==> src/core/pgn_pkg.sv <==
// Package of constants and types for the programmable pulse generator
package pgn_pkg;

    // ------------------------------------------------------------
    // Widths
    // ------------------------------------------------------------
    localparam int ADDR_W  = 8;
    localparam int DATA_W  = 8;
    localparam int WIDTH_W = 9;
    localparam int DBNC_W  = 5;
    localparam int APPR_W  = 13;
    localparam int IVAL_W  = 16;

    // ------------------------------------------------------------
    // Register offsets
    // ------------------------------------------------------------
    localparam logic [7:0] OFS_IRQ_MAIN    = 8'hA8;
    localparam logic [7:0] OFS_IRQ_SECOND  = 8'hA9;
    localparam logic [7:0] OFS_CTRL_PRI    = 8'hB1;
    localparam logic [7:0] OFS_CTRL_SEC    = 8'hB2;
    localparam logic [7:0] OFS_RELOAD_LOW  = 8'hB3;
    localparam logic [7:0] OFS_SYNC_COUNT  = 8'hB4;
    localparam logic [7:0] OFS_TIMER_LOW   = 8'hB6;
    localparam logic [7:0] OFS_TIMER_HIGH  = 8'hB7;
    localparam logic [7:0] OFS_PRIO_LOW    = 8'hBA;
    localparam logic [7:0] OFS_PRIO_HIGH   = 8'hBB;
    localparam logic [7:0] OFS_DEBOUNCE    = 8'hC1;

    // ------------------------------------------------------------
    // Field positions
    // ------------------------------------------------------------
    localparam int BIT_OUT_EN       = 7;
    localparam int BIT_RELOAD_STYLE = 6;
    localparam int BIT_MODE         = 4;
    localparam int BIT_PRESCALE     = 3;
    localparam int BIT_CNT_EN       = 2;
    localparam int BIT_CNT_CLR      = 1;
    localparam int BIT_EDGE         = 0;
    localparam int POS_RATE         = 6;
    localparam int POS_WIDTH_DECREMENT_MODE         = 4;
    localparam int POS_STEP         = 1;
    localparam int BIT_RELOAD_MSB   = 0;
    localparam int BIT_GLOBAL_IRQ   = 7;
    localparam int BIT_PULSE_IRQ    = 5;

    // ------------------------------------------------------------
    // Reset values, codes and timing counts
    // ------------------------------------------------------------
    localparam logic [7:0]  RST_BYTE       = 8'h00;
    localparam logic        MODE_SYNC      = 1'b1;
    localparam logic        DEC_CONST_LSB  = 1'b0;
    localparam logic [APPR_W-1:0] APPR_BASE = 13'h0200;
    localparam logic [1:0]  DIV2_LAST      = 2'h1;
    localparam logic [1:0]  DIV4_LAST      = 2'h3;
    localparam logic [3:0]  VAR_SHIFT_MAX  = 4'h6;
    localparam logic [3:0]  VAR_SHIFT_MIN  = 4'h3;

    typedef enum logic {
        PGN_IDLE,
        PGN_PULSE
    } pgn_state_t;

endpackage : pgn_pkg

==> src/core/pgn_clkdiv.sv <==
// Pulse clock enable divider, system clock by 2 or by 4
`timescale 1ns/1ns
module pgn_clkdiv (
    input  wire logic clk,
    input  wire logic rst,
    input  wire logic slow,
    output logic      tick
);

    typedef struct packed {
        logic [1:0] cnt;
        logic       tick;
    } pgn_div_t;

    pgn_div_t s_q;
    pgn_div_t s_d;

    // ------------------------------------------------------------
    // Divider
    // ------------------------------------------------------------
    // Count to the last phase, then emit one enable pulse
    always_comb begin
        s_d      = s_q;
        s_d.tick = 1'b0;
        if (s_q.cnt >= (slow ? pgn_pkg::DIV4_LAST : pgn_pkg::DIV2_LAST)) begin
            s_d.cnt  = 2'h0;
            s_d.tick = 1'b1;
        end else begin
            s_d.cnt = 2'(s_q.cnt + 2'h1);
        end
    end

    // State register
    always_ff @(posedge clk) begin
        if (rst) begin
            s_q <= '0;
        end else begin
            s_q <= s_d;
        end
    end

    assign tick = s_q.tick;

endmodule : pgn_clkdiv

==> src/core/pgn_debounce.sv <==
// Debounce filter for the comparator one trigger input
`timescale 1ns/1ns
module pgn_debounce (
    input  wire logic                       clk,
    input  wire logic                       rst,
    input  wire logic                       tick,
    input  wire logic [pgn_pkg::DBNC_W-1:0] len,
    input  wire logic                       din,
    output logic                            dout
);

    typedef struct packed {
        logic [pgn_pkg::DBNC_W-1:0] cnt;
        logic                       out;
    } pgn_dbn_t;

    pgn_dbn_t s_q;
    pgn_dbn_t s_d;

    // ------------------------------------------------------------
    // Filter
    // ------------------------------------------------------------
    // Accept a new level after it held len pulse clocks
    always_comb begin
        s_d = s_q;
        if (len == '0) begin
            s_d.out = din;
            s_d.cnt = '0;
        end else if (din == s_q.out) begin
            s_d.cnt = '0;
        end else if (tick) begin
            if (5'(s_q.cnt + 5'h01) >= len) begin
                s_d.out = din;
                s_d.cnt = '0;
            end else begin
                s_d.cnt = 5'(s_q.cnt + 5'h01);
            end
        end
    end

    // State register
    always_ff @(posedge clk) begin
        if (rst) begin
            s_q <= '0;
        end else begin
            s_q <= s_d;
        end
    end

    assign dout = s_q.out;

endmodule : pgn_debounce

==> src/core/pgn_top.sv <==
// Programmable pulse generator core with register port
//
// The plain strobed port was decided locally.
`timescale 1ns/1ns

module pgn_top (
    input  wire logic        clk,
    input  wire logic        rst,
    input  wire logic [7:0]  addr,
    input  wire logic [7:0]  wr_data,
    input  wire logic        wr_en,
    input  wire logic        rd_en,
    input  wire logic        comparator_one_in,
    input  wire logic        comparator_two_in,
    output logic [7:0]       rd_data,
    output logic             pulse_out,
    output logic             irq_req,
    output logic             irq_prio_low,
    output logic             irq_prio_high
);

    typedef struct packed {
        logic [1:0]                  c1_sync;
        logic [1:0]                  c2_sync;
        logic                        c1_prev;
        logic                        c2_prev;
        logic                        out_en;
        logic                        reload_style;
        logic                        mode;
        logic                        prescale;
        logic                        cnt_en;
        logic                        cnt_clr;
        logic                        edge_sel;
        logic [1:0]                  rate;
        logic [1:0]                  width_decrement_mode;
        logic [2:0]                  step;
        logic [pgn_pkg::WIDTH_W-1:0] reload;
        logic [pgn_pkg::WIDTH_W-1:0] work;
        logic [pgn_pkg::WIDTH_W-1:0] timer;
        logic [7:0]                  sync_count;
        logic [pgn_pkg::APPR_W-1:0]  appr_cnt;
        logic [pgn_pkg::IVAL_W-1:0]  interval;
        logic                        global_irq;
        logic                        pulse_irq_en;
        logic                        prio_low;
        logic                        prio_high;
        logic [pgn_pkg::DBNC_W-1:0]  debounce;
        pgn_pkg::pgn_state_t         state;
        logic                        pulse;
        logic                        irq;
        logic [7:0]                  rd_data;
    } pgn_state_s_t;

    pgn_state_s_t s_q;
    pgn_state_s_t s_d;

    logic tick;
    logic c1_clean;

    // ------------------------------------------------------------
    // Pulse clock and input filter
    // ------------------------------------------------------------
    // Pulse clock enable
    pgn_clkdiv u_div (
        .clk  (clk),
        .rst  (rst),
        .slow (s_q.prescale),
        .tick (tick)
    );

    // Comparator one debounce after the synchroniser
    pgn_debounce u_dbn (
        .clk  (clk),
        .rst  (rst),
        .tick (tick),
        .len  (s_q.debounce),
        .din  (s_q.c1_sync[1]),
        .dout (c1_clean)
    );

    // ------------------------------------------------------------
    // Next state
    // ------------------------------------------------------------
    always_comb begin
        logic                        sync_mode;
        logic                        c1_rise;
        logic                        c1_fall;
        logic                        trig_ev;
        logic                        c2_ev;
        logic                        wr_pri;
        logic                        wr_sec;
        logic                        wr_low;
        logic                        start;
        logic                        done;
        logic [9:0]                  dec_amt;
        logic [3:0]                  shift;
        logic [pgn_pkg::IVAL_W-1:0]  scaled;
        logic [pgn_pkg::WIDTH_W-1:0] tnext;
        logic [pgn_pkg::APPR_W-1:0]  appr_last;

        s_d       = s_q;
        sync_mode = (s_q.mode == pgn_pkg::MODE_SYNC);
        c1_rise   = c1_clean & ~s_q.c1_prev;
        c1_fall   = ~c1_clean & s_q.c1_prev;
        trig_ev   = sync_mode & (s_q.edge_sel ? c1_rise : c1_fall);
        c2_ev     = sync_mode & s_q.out_en & s_q.c2_sync[1]
                    & ~s_q.c2_prev;
        wr_pri    = wr_en & (addr == pgn_pkg::OFS_CTRL_PRI);
        wr_sec    = wr_en & (addr == pgn_pkg::OFS_CTRL_SEC);
        wr_low    = wr_en & (addr == pgn_pkg::OFS_RELOAD_LOW);
        start     = 1'b0;
        done      = 1'b0;
        tnext     = 9'(s_q.timer + 9'h001);
        appr_last = 13'((pgn_pkg::APPR_BASE << s_q.rate) - 13'h0001);
        shift     = s_q.step[2] ? pgn_pkg::VAR_SHIFT_MIN
                    : 4'(pgn_pkg::VAR_SHIFT_MAX - {2'h0, s_q.step[1:0]});
        scaled    = s_q.interval >> shift;
        dec_amt   = 10'h000;
        s_d.irq   = 1'b0;

        // Input synchronisers and edge history
        s_d.c1_sync[0] = comparator_one_in;
        s_d.c1_sync[1] = s_q.c1_sync[0];
        s_d.c2_sync[0] = comparator_two_in;
        s_d.c2_sync[1] = s_q.c2_sync[0];
        s_d.c1_prev    = c1_clean;
        s_d.c2_prev    = s_q.c2_sync[1];

        // Pulse start conditions
        if (s_q.state == pgn_pkg::PGN_IDLE) begin
            if (wr_pri && wr_data[pgn_pkg::BIT_OUT_EN]
                && !wr_data[pgn_pkg::BIT_MODE]) begin
                start = 1'b1;
            end else if (trig_ev && s_q.out_en) begin
                start = 1'b1;
            end
        end

        // Pulse timer and end of pulse
        unique case (s_q.state)
            pgn_pkg::PGN_IDLE: begin
                if (start) begin
                    s_d.state = pgn_pkg::PGN_PULSE;
                    s_d.timer = '0;
                    s_d.pulse = 1'b1;
                end
            end
            pgn_pkg::PGN_PULSE: begin
                if (tick) begin
                    s_d.timer = tnext;
                    if (tnext >= s_q.work) begin
                        done = 1'b1;
                    end
                end
            end
        endcase

        // Comparator two event: halt or shrink the width
        if (c2_ev) begin
            unique case (s_q.width_decrement_mode)
                2'h2: dec_amt = {7'h00, s_q.step} + 10'h001;
                2'h3: begin
                    if (scaled > 16'h01FE) begin
                        dec_amt = 10'h1FF;
                    end else begin
                        dec_amt = 10'(scaled + 16'h0001);
                    end
                end
                default: begin
                    s_d.out_en = 1'b0;
                    done       = s_q.state == pgn_pkg::PGN_PULSE;
                end
            endcase
        end
        if (done) begin
            s_d.state = pgn_pkg::PGN_IDLE;
            s_d.pulse = 1'b0;
            s_d.irq   = s_q.global_irq & s_q.pulse_irq_en;
            if (!sync_mode) begin
                s_d.out_en = 1'b0;
            end
        end

        // Comparator two interval in pulse clocks
        if (c2_ev) begin
            s_d.interval = '0;
        end else if (tick && sync_mode && s_q.interval != 16'hFFFF) begin
            s_d.interval = 16'(s_q.interval + 16'h0001);
        end

        // Working buffer approach toward the reload value
        if (s_q.reload_style && sync_mode) begin
            if (tick) begin
                if (s_q.appr_cnt >= appr_last) begin
                    s_d.appr_cnt = '0;
                    if (s_q.work < s_q.reload) begin
                        s_d.work = 9'(s_q.work + 9'h001);
                    end else if (s_q.work > s_q.reload) begin
                        s_d.work = 9'(s_q.work - 9'h001);
                    end
                end else begin
                    s_d.appr_cnt = 13'(s_q.appr_cnt + 13'h0001);
                end
            end
        end else begin
            s_d.appr_cnt = '0;
        end

        // Width decrement, saturating at zero
        if (dec_amt != 10'h000) begin
            if (dec_amt >= {1'b0, s_d.work}) begin
                s_d.work = '0;
            end else begin
                s_d.work = 9'({1'b0, s_d.work} - dec_amt);
            end
        end

        // Synchronous event counter with self-clearing clear bit
        if (s_q.cnt_clr) begin
            s_d.sync_count = '0;
            s_d.cnt_clr    = 1'b0;
        end else if (s_q.cnt_en && trig_ev) begin
            s_d.sync_count = 8'(s_q.sync_count + 8'h01);
        end

        // Register writes, applied last so a set wins
        if (wr_pri) begin
            s_d.out_en       = wr_data[pgn_pkg::BIT_OUT_EN];
            s_d.reload_style = wr_data[pgn_pkg::BIT_RELOAD_STYLE];
            s_d.mode         = wr_data[pgn_pkg::BIT_MODE];
            s_d.prescale     = wr_data[pgn_pkg::BIT_PRESCALE];
            s_d.cnt_en       = wr_data[pgn_pkg::BIT_CNT_EN];
            s_d.edge_sel     = wr_data[pgn_pkg::BIT_EDGE];
            if (wr_data[pgn_pkg::BIT_CNT_CLR]) begin
                s_d.cnt_clr = 1'b1;
            end
        end
        if (wr_sec) begin
            s_d.rate      = wr_data[pgn_pkg::POS_RATE +: 2];
            s_d.width_decrement_mode      = wr_data[pgn_pkg::POS_WIDTH_DECREMENT_MODE +: 2];
            s_d.step      = wr_data[pgn_pkg::POS_STEP +: 3];
            s_d.reload[8] = wr_data[pgn_pkg::BIT_RELOAD_MSB];
        end
        if (wr_low) begin
            s_d.reload[7:0] = wr_data;
        end

        // Direct style copies the reload on each reload write
        if ((wr_sec || wr_low)
            && !(s_d.reload_style && s_d.mode == pgn_pkg::MODE_SYNC)) begin
            s_d.work = s_d.reload;
        end

        // Interrupt enable, priority and debounce registers
        if (wr_en) begin
            unique case (addr)
                pgn_pkg::OFS_IRQ_MAIN:
                    s_d.global_irq = wr_data[pgn_pkg::BIT_GLOBAL_IRQ];
                pgn_pkg::OFS_IRQ_SECOND:
                    s_d.pulse_irq_en = wr_data[pgn_pkg::BIT_PULSE_IRQ];
                pgn_pkg::OFS_PRIO_LOW:
                    s_d.prio_low = wr_data[pgn_pkg::BIT_PULSE_IRQ];
                pgn_pkg::OFS_PRIO_HIGH:
                    s_d.prio_high = wr_data[pgn_pkg::BIT_PULSE_IRQ];
                pgn_pkg::OFS_DEBOUNCE:
                    s_d.debounce = wr_data[pgn_pkg::DBNC_W-1:0];
                default: ;
            endcase
        end

        // Read data, valid only in the cycle after the strobe
        s_d.rd_data = 8'h00;
        if (rd_en) begin
            unique case (addr)
                pgn_pkg::OFS_CTRL_PRI:
                    s_d.rd_data = {s_q.out_en, s_q.reload_style, 1'b0,
                                   s_q.mode, s_q.prescale, s_q.cnt_en,
                                   s_q.cnt_clr, s_q.edge_sel};
                pgn_pkg::OFS_CTRL_SEC:
                    s_d.rd_data = {s_q.rate, s_q.width_decrement_mode, s_q.step,
                                   s_q.reload[8]};
                pgn_pkg::OFS_RELOAD_LOW:
                    s_d.rd_data = s_q.reload[7:0];
                pgn_pkg::OFS_SYNC_COUNT:
                    s_d.rd_data = s_q.sync_count;
                pgn_pkg::OFS_TIMER_LOW:
                    s_d.rd_data = s_q.timer[7:0];
                pgn_pkg::OFS_TIMER_HIGH:
                    s_d.rd_data = {7'h00, s_q.timer[8]};
                pgn_pkg::OFS_IRQ_MAIN:
                    s_d.rd_data = {s_q.global_irq, 7'h00};
                pgn_pkg::OFS_IRQ_SECOND:
                    s_d.rd_data = {2'h0, s_q.pulse_irq_en, 5'h00};
                pgn_pkg::OFS_PRIO_LOW:
                    s_d.rd_data = {2'h0, s_q.prio_low, 5'h00};
                pgn_pkg::OFS_PRIO_HIGH:
                    s_d.rd_data = {2'h0, s_q.prio_high, 5'h00};
                pgn_pkg::OFS_DEBOUNCE:
                    s_d.rd_data = {3'h0, s_q.debounce};
                default:
                    s_d.rd_data = 8'h00;
            endcase
        end
    end

    // ------------------------------------------------------------
    // State register
    // ------------------------------------------------------------
    // All fields reset to zero, idle state
    always_ff @(posedge clk) begin
        if (rst) begin
            s_q       <= '0;
            s_q.state <= pgn_pkg::PGN_IDLE;
        end else begin
            s_q <= s_d;
        end
    end

    // Outputs straight from flip-flops
    assign rd_data       = s_q.rd_data;
    assign pulse_out     = s_q.pulse;
    assign irq_req       = s_q.irq;
    assign irq_prio_low  = s_q.prio_low;
    assign irq_prio_high = s_q.prio_high;

endmodule : pgn_top

==> config.mk <==
export PLATFORM = sky130hd
export DESIGN_NAME = pgn_top
export DESIGN_NICKNAME = d
export VERILOG_FILES = /design/src/core/pgn_pkg.sv /design/src/core/pgn_clkdiv.sv /design/src/core/pgn_debounce.sv /design/src/core/pgn_top.sv
export SDC_FILE = /design/constraint.sdc
export NUM_CORES = 1
export LEC_CHECK = 0
export ABC_AREA = 1
export ABC_CLOCK_PERIOD_IN_PS = 7400
export BUFFER_PORTS_ARGS = -buffer_cell sky130_fd_sc_hd__buf_2
export CORE_MARGIN = 2
export CORE_UTILIZATION = 40
export DETAILED_ROUTE_END_ITERATION = 8
export HOLD_SLACK_MARGIN = 0.05
export PLACE_DENSITY_LB_ADDON = 0.2
export SLEW_MARGIN = 10
export SYNTH_ARGS = -nofsm -noshare
export SYNTH_HDL_FRONTEND = slang
export SYNTH_SLANG_ARGS = --single-unit
export TNS_END_PERCENT = 5
==> constraint.sdc <==
create_clock -name clk -period 7.4 [get_ports clk]
set_input_delay 0.37 -clock clk [delete_from_list [all_inputs] [get_ports clk]]
set_output_delay 0.37 -clock clk [all_outputs]
set_load 0.005 [all_outputs]
Word level (Yosys, flattened, before mapping):

Cells that the tools add are included.

* divide/modulo/power cells: 0
* add/subtract/negate cells: 13
* magnitude comparators: 8
* reductions and logical operators: 34
* bitwise operators: 18
* shift-type cells: 2
* multipliers: 0
* equal/unequal tests: 18
* mux-type cells: 43

Operator list (number)
* 9-bit 2-to-1 mux: 10
* 8-bit == test, second input constant: 11
* 8-bit case mux with 11 select lines: 1
* 10-bit 2-to-1 mux: 2
* 10-bit case mux with 2 select lines: 1
* 1-bit 2-to-1 mux: 19
* 9-bit by 1-bit adder with 9-bit output, second input constant: 2
* 9-bit case mux with 2 select lines: 1
* 2-bit OR reduction: 9
* 16-bit by 1-bit adder with 16-bit output, second input constant: 1
* 16-bit by 9-bit greater-than comparator with 1-bit output, second input constant: 1
* 16-bit inequality test, second input constant: 1
* 16-bit by 4-bit right shift with 16-bit output: 1
* 2-bit AND reduction: 7
* 13-bit by 1-bit adder with 13-bit output, second input constant: 1
* 13-bit greater-or-equal comparator: 1
* 13-bit 2-to-1 mux: 1
* 10-bit by 2-bit << shifter with 13-bit output, first input constant: 1
* 13-bit by 1-bit subtractor with 13-bit output, second input constant: 1
* 10-bit by 1-bit adder with 10-bit output, second input constant: 1
* 1-bit bitwise AND: 10
* 10-bit by 9-bit greater-or-equal comparator with 1-bit output: 1
* 10-bit nonzero test: 1
* 9-bit greater-or-equal comparator: 1
* other kinds (28): 50

* word-level logic and storage cells: 169
* register bits after elaboration: 113
* output and inout bits: 12
* memories kept: 0
* memory bits (read-only): 0
* input bits: 22
* memory bits (writable): 0
* bits in latches: 0

Logic depth before layout (Yosys ltp):

Gate-level depths: netlist of run 1.

* word-level depth: 13
* mapped depth: 34
* gate-level depth less buffers: 33

Modules after synthesis:

A second synthesis of run 1 with hierarchy kept.

* cells, all modules: 1167
* area, all modules: 7862.5 sq um

Modules (own cells, without submodules)
* pgn_top: cells each 1087, area each 7258.2 sq um, instances 1, sequential area each 2082.0 sq um
* pgn_debounce: cells each 63, area each 473.0 sq um, instances 1, sequential area each 120.1 sq um
* pgn_clkdiv: cells each 17, area each 131.4 sq um, instances 1, sequential area each 60.1 sq um

Least setup slack after synthesis of run 1:

Ideal clock, no wire load.

* path type: reg2reg
* start point: reg s_q[84] in the netlist's numbering
* end point: reg s_q[74] in the netlist's numbering
* required time: 7291 ps
* path buffers: 1
* path slack: 3406 ps
* setup time: 109 ps
* arrival: 3885 ps
* clock period less this slack: 3994 ps
* stages on the path, launching flop included: 34
* path through: dfxtp_1 ha_1 nand2_4 inv_4 buf_6 nand3_1 nand3_1 nand2_1 ha_1 inv_1 nand3_1 nor2_1 nand2_2 nand3_1 nand2_1 nand2_1 ha_1 inv_1 fa_1 nand2_1 inv_1 o21ai_0 nand2_1 a21oi_1 o21bai_1 a21oi_1 nor2_1 nor2_1 xor2_1 nor2_1 nand2_1 nand3_1 nand2_1 inv_1

* cells in the longest elaborated chain, start to end: 11
* elaborated cells between the ends (all ways): 15
* classes of those cells: add/sub (4); order compare (2); shift (1); mux (7); reduce/logical (1)

RTL lines
* from (decl): line pgn_top.sv:54 `pgn_state_s_t s_q;`
* 3-bit by 2-bit subtractor with 4-bit output: line pgn_top.sv:116 `: 4'(pgn_pkg::VAR_SHIFT_MAX - {2'h0, s_q.step[1:0]});`
* 4-bit 2-to-1 mux: line pgn_top.sv:115 `shift = s_q.step[2] ? pgn_pkg::VAR_SHIFT_MIN`
* 16-bit by 4-bit right shift with 16-bit output: line pgn_top.sv:117 `scaled = s_q.interval >> shift;`
* 16-bit by 9-bit greater-than comparator with 1-bit output or 10-bit by 1-bit adder with 10-bit output (tied branches): line pgn_top.sv:163, pgn_top.sv:166
* 10-bit 2-to-1 mux: line pgn_top.sv:163 `if (scaled > 16'h01FE) begin`
* 10-bit case mux with 2 select lines *: line pgn_top.sv:160 `unique case (s_q.width_decrement_mode)`
* 10-bit 2-to-1 mux *: line pgn_top.sv:159 `if (c2_ev) begin`
* 9-bit subtractor or 10-bit by 9-bit greater-or-equal comparator with 1-bit output (tied branches): line pgn_top.sv:214, pgn_top.sv:211
* 9-bit 2-to-1 mux: line pgn_top.sv:211 `if (dec_amt >= {1'b0, s_d.work}) begin`
* 9-bit 2-to-1 mux *: line pgn_top.sv:210 `if (dec_amt != 10'h000) begin`
* 9-bit 2-to-1 mux *: line pgn_top.sv:249 `if ((wr_sec || wr_low)`

Every way passes the cells marked *; elsewhere a longest branch is shown, timed or not.
A chain may end at the register's enable or synchronous reset.

Worst setup path after layout of run 1:

Ends and elaborated chain as after synthesis.

==> impl_metrics.tcl, run 1 <==
set metrics [dict create \
    outcome "complete, no violations" \
    synth-seq-area-share 0.286 \
    synth_fp_nets 1273 \
    synth_top_area_frac 0.286 \
    numCtsBuffers 17 \
    seqPwrFrac 0.431 \
    hold_violations 0 \
    r2r_end "s_q[74]" \
    die_w_um 145 \
    fin_crit_sh 0.642 \
    synth_area_mm2 0.00791 \
    cts_max_level 4 \
    power_switching_share 0.233 \
    drc_errors 0 \
    synth_common_cells "nand2_1, inv_1, dfxtp_1" \
    yosys_most_used_dff "dfxtp_1" \
    grt_max_degree 34 \
    clock_latency_ps 420 \
    portBuffers 33 \
    fp.dieArea_mm2 0.0209 \
    initial_core_util 0.408 \
    final_nets 1301 \
    gr-total-overflow 0 \
    intPower_uw 1130 \
    cts_num_sinks 113 \
    whs_path_depth 3 \
    end_kind "flip-flop" \
    holdWs_ps 150 \
    cts-root-buf "clkbuf_16" \
    cp.required_ps 7720 \
    grt_antenna_before_repair 0 \
    fmax_mhz 210 \
    yosys-top-cells-area "dfxtp_1, nand2_1, ha_1" \
    rows 51 \
    yosysMostFrequentCell "nand2_1" \
    drt_wl_total_um 20900 \
    ir_drop_mv 0.161 \
    vias_per_cell 5.07 \
    hold-path-endpoint "s_d[103]" \
    leakage_uw 0.00384 \
    worstMarginPinSlew_ps 906 \
    die_h_um 145 \
    use_met2 0.330 \
    p_switching_uw 343 \
    slew_headroom 0.395 \
    cp_slowest_cell "ha_1" \
    drive_gt1_frac 0.0917 \
    comb_power_share 0.051 \
    drt-pass1-iter-count 6 \
    cts_tree "yes" \
    cts_resized 0 \
    gr-usage-met3 0.0381 \
    hold_class "input port to flip-flop" \
    reg2reg_from "s_q[84]" \
    num_vias 7588 \
    core_mm2 0.0194 \
    final_max_slew_viol_count 0 \
    ys_ff_latch 113 \
    netlist_instances 1194 \
    gp_congestion 0.908 \
    cts_buffer_depth 2 \
    clock_power_share 0.518 \
    setup-violations-final 0 \
    cp_max_fo 16 \
    max_stage_delay_ps 420 \
    drt_iter0_markers 442 \
    maxCapViolCount 0 \
    synth_area_per_cell_um2 6.62 \
    r2r_cells 32 \
    pin_count 34 \
    grt_first_pass_wirelength_um 33900 \
    cts_hold_buf 0 \
    dp.cells 1468 \
    rsz0062_at_grt "no" \
    synth-edff-count 0 \
    reg2reg_slack_ps 2650 \
    nFillCells 2058 \
    fin_setup_tns_ps 0 \
    clk_pin_slew_ps 50 \
    postLayoutCoreUtil 0.454 \
    hold_start "comparator_one_in" \
    wl_per_cell_um 13.9 \
    startpoint_type "flip-flop" \
    yosysUniqueCellTypes 57 \
    syn_to_final_growth_pct 11.4 \
    cp.arrival_ps 5070 \
    fin_crit_ps 4750 \
    grt_busiest_layer "met2" \
    antenna_cells 0 \
    crit_type "flip-flop to flip-flop" \
    finClkSkew_ps 7.97 \
    grt_pass1_vias 6793 \
    antenna_left 0 \
    async_flop_share 0 \
    synth_top_area_cell "dfxtp_1" \
    crit_path_frequent_cell "nand2_1" \
    hpwl_um 16500 \
    cts_setup_buffers 0 \
    stdcell_count 1497 \
    power-per-cell-area_mw_per_mm2 167 \
    yosys_warnings 0 \
    grt_use_met1 0.285 \
    grt_usage 0.207 \
]
==> kinds of logic (layout without fill, tap and decap cells) <==
kind of cell,count (synthesis),in the layout,synth area share
AND/OR/NAND/NOR,587,587,0.338
other,1,1,0.000474
XOR/XNOR,27,27,0.0299
buffers and inverters,204,242,0.105
adder cells (fa/ha/maj),57,57,0.0912
flip-flops,113,113,0.286
AO/OA/AOI/OAI,205,205,0.150
==> final cells by class <==
| type | count | area, um2 | area share |
|---|---|---|---|
| clock buffer | 23 | 488 | 0.0554 |
| clock inverter | 6 | 57.6 | 0.00653 |
| inverter | 177 | 667 | 0.0757 |
| multi-input combinational | 877 | 4820 | 0.547 |
| sequential | 113 | 2260 | 0.257 |
| tap | 265 | 332 | 0.0376 |
| timing repair buffer | 36 | 188 | 0.0213 |
==> power by group through the flow <==
stage / sequential [uW] / clock (uW) / combinational, uW
after CTS: 634 / 776 / 74.8
after detailed placement: 647 / 0 / 74.0
after floorplan: 637 / 0 / 56.2
after global placement: 647 / 0 / 73.3
after global routing: 636 / 801 / 84.2
final: 635 / 764 / 74.5
==> metrics by stage <==
stage | instance area, um2 | worst slack, ps | power [uW]
after global placement | 8260 | 2780 | 721
after global routing | 8810 | 2110 | 1520
after CTS | 8810 | 2630 | 1480
final | 8810 | 2650 | 1470
after floorplan | 7910 | 3410 | 693
after detailed placement | 8260 | 2650 | 721
==> how the worst max path moves through the flow <==
stage          cells past startpoint  endpoint  startpoint
3_5_place_dp                      32   s_q[74]     s_q[84]
4_1_cts                           32   s_q[74]     s_q[84]
2_1_floorplan                     33   s_q[74]     s_q[84]
5_1_grt                           32   s_q[74]     s_q[84]
6_report                          32   s_q[74]     s_q[84]
3_3_place_gp                      32   s_q[74]     s_q[84]
==> state kept, by name (all words and copies together), names as in the netlist <==
register and flops:
s_q 89, pulse_out 1, u_div.s_q 2, rd_data 8, u_dbn.s_q 5, irq_req 1, s_d 3, u_dbn.dout 1
irq_prio_low 1, u_div.tick 1, irq_prio_high 1
==> cell usage in the layout (no fill, tap or decap), types with 3 or more instances in the layout <==
master	synthesis	routed
o211ai_1	3	3
nand3_1	100	100
ha_1	56	56
nand3b_1	3	3
clkinv_2	0	4
clkbuf_8	0	4
a31oi_1	3	3
nand2_4	5	5
dfxtp_1	113	113
a21oi_1	91	91
nor3_1	34	34
nor4_1	9	9
a221oi_1	3	3
buf_2	2	33
a211oi_1	10	10
nand4_1	13	13
nand2_1	272	272
nor2_4	5	5
inv_1	172	172
xor2_1	23	23
buf_4	9	3
or2_2	6	6
nand3_2	6	6
o21ai_0	53	53
nor2_1	110	110
o21ai_2	4	4
o21a_1	10	10
o22ai_1	7	7
clkbuf_16	0	17
o21bai_1	4	4
xnor2_1	4	4
nand2_2	12	12
o221ai_1	3	3
o21ai_1	4	4
==> worst max-delay path: cells and delay by family, from the launching register on <==
family	cells	cell delay, ps
flip-flops	1	380
AO/OA/AOI/OAI	4	510
adder cells (fa/ha/maj)	5	1430
buffers and inverters	6	620
AND/OR/NAND/NOR	16	1550
XOR/XNOR	1	160
==> metal layers <==
layer,vias up,part of all wire
met3,26,0.043
met5,-,0
li1,3974,-
met4,0,0.017
met1,3457,0.49
met2,131,0.45
Power figures use the tool's default switching activity.
==> run 2, diff against run 1 <==
--- a/config.mk
+++ b/config.mk
@@ -6,7 +6,7 @@
 export NUM_CORES = 1
 export LEC_CHECK = 0
 export ABC_AREA = 1
-export ABC_CLOCK_PERIOD_IN_PS = 7400
+export ABC_CLOCK_PERIOD_IN_PS = 4300
 export BUFFER_PORTS_ARGS = -buffer_cell sky130_fd_sc_hd__buf_2
 export CORE_MARGIN = 2
 export CORE_UTILIZATION = 40
==> constraint.sdc (replaced) <==
create_clock -name clk -period 4.3 [get_ports clk]
set_input_delay 0.215 -clock clk [delete_from_list [all_inputs] [get_ports clk]]
set_output_delay 0.215 -clock clk [all_outputs]
set_load 0.005 [all_outputs]
==> run 2 against run 1 <==
Net effect: maximum frequency rose by 21%; register-to-register slack got worse by 2300 ps; sequential share of layout area fell by 1.4 points; non-clock buffer count rose by 41; sequential power rose by 70%; cell area rose by 6.1%; total power rose by 86%; die area did not move; critical endpoint is now s_q[73].
==> impl_metrics.tcl, run 2 (same netlist as run 1, synthesis figures left out) <==
set metrics [dict create \
    portBuffers 33 \
    final_cell_mix "nand2_1, inv_1, nor2_1" \
    die_h_um 145 \
    gr-total-overflow 0 \
    core_mm2 0.0194 \
    wl_per_cell_um 14.1 \
    fmax_mhz 255 \
    power_uw 2750 \
    numCtsBuffers 17 \
    multiInputGateArea_mm2 0.00494 \
    gp_congestion 0.963 \
    cp_max_fo 14 \
    hold_violations 0 \
    die_w_um 145 \
    pin_count 34 \
    cts_num_sinks 113 \
    hold_class "input port to flip-flop" \
    place_area_mm2 0.00842 \
    end_kind "flip-flop" \
    grt_pass1_vias 7063 \
    cts-root-buf "clkbuf_16" \
    leakage_uw 0.00410 \
    cts_max_level 4 \
    final_common_cell "nand2_1" \
    fin_crit_ps 3920 \
    nFillCells 2058 \
    rows 51 \
    grt_max_degree 34 \
    grt_antenna_before_repair 0 \
    ir_drop_mv 0.359 \
    vias_per_cell 5.06 \
    setup-violations-final 0 \
    slew_headroom 0.519 \
    grt_usage 0.211 \
    hpwl_um 16900 \
    place_ws_ps 56.0 \
    setup_slack_ps 384 \
    design_area_mm2 0.00935 \
    finClkSkew_ps 10.9 \
    largest_reg_flops 89 \
    startpoint_type "flip-flop" \
    drt_iter0_markers 488 \
    drt-pass1-iter-count 5 \
    drive_gt1_frac 0.139 \
    cts_tree "yes" \
    antenna_cells 0 \
    reg2reg_slack_ps 380 \
    grt_first_pass_wirelength_um 34900 \
    drc_errors 0 \
    cts_buffer_depth 2 \
    crit_type "flip-flop to flip-flop" \
    worstMarginPinSlew_ps 722 \
    num_vias 7808 \
    syn_to_final_growth_pct 18.3 \
    initial_core_util 0.408 \
    final_nets 1344 \
    outcome "complete, no violations" \
    layout.area.seq_mm2 0.00227 \
    cp.required_ps 4590 \
    rsz0062_at_grt "yes" \
    clock_latency_ps 420 \
    final_max_slew_viol_count 0 \
    power-per-cell-area_mw_per_mm2 294 \
    regMostFlops "s_q" \
    drt_wl_total_um 21800 \
    fp.dieArea_mm2 0.0209 \
    maxCapViolCount 0 \
    fin_crit_sh 0.911 \
    antenna_left 0 \
    clk_pin_slew_ps 50 \
    cp.arrival_ps 4210 \
]
## run 2: report_power, final
| group | switching [uW] | total, uW | internal [uW] |
|---|---|---|---|
| Clock | 493 | 1510 | 1020 |
| Sequential | 11.6 | 1080 | 1070 |
| Combinational | 106 | 155 | 49.1 |
## run 2: through the flow
| step | setup TNS [ps] | cells | utilization | hold slack (ps) |
|---|---|---|---|---|
| floorplan | 0 | 1194 | - | 305 |
| global placement | 0 | 1489 | 0.434 | 392 |
| global route | -22.1 | 1542 | 0.482 | 106 |
| CTS | 0 | 1522 | 0.467 | 89.2 |
| detailed placement | 0 | 1489 | 0.434 | 400 |
| finish | 0 | 1542 | 0.482 | 94.2 |
## run 2: routing by layer
metal | global-route usage | part of all wire | vias to the layer above
met5 | 0 | 0 | -
met4 | 0.0583 | 0.016 | 0
met3 | 0.0354 | 0.045 | 31
met2 | 0.342 | 0.47 | 160
met1 | 0.290 | 0.47 | 3554
li1 | - | - | 4063
## run 2: worst paths after layout
kind	start	end	depth (start not counted)
worst max register to register	s_q[83]	s_q[73]	22
worst min-delay path	rd_en	rd_data[5]	3
worst max-delay path	s_q[83]	s_q[73]	22
worst min register to register	s_d[103]	s_q[103]	2
## run 2: final cells by class
| cell class | instances | share of cell area |
|---|---|---|
| timing repair inverter | 1 | 0.000535 |
| tap | 265 | 0.0355 |
| inverter | 177 | 0.0728 |
| clock buffer | 20 | 0.0467 |
| multi-input combinational | 878 | 0.528 |
| sequential | 113 | 0.243 |
| clock inverter | 11 | 0.0201 |
| timing repair buffer | 77 | 0.0539 |
## run 2: worst max-delay path, cell delays in order, from the launching register on
cell and delay [ps]:
dfxtp_1 350, inv_1 70, ha_1 310, nand2_1 90, nor2_1 140, nand3b_1 140, nand3_4 180, inv_1 100
o31ai_1 230, nand2_1 90, xor2_1 240, inv_1 100, ha_1 350, nand2_1 100, or4_1 530, nand4_1 90
a21oi_1 70, nand2_1 150, inv_1 130, nand3_1 90, nand2_1 60, nand3_1 100, o21ai_1 80
## run 2: timing repair
action | 4_1_cts | 5_1_grt
gates resized for setup | 0 | 34
hold buffers | 2 | 0
setup buffers | 0 | 18
endpoints found under the hold margin | 2 | 0
setup endpoints to repair | 0 | 8
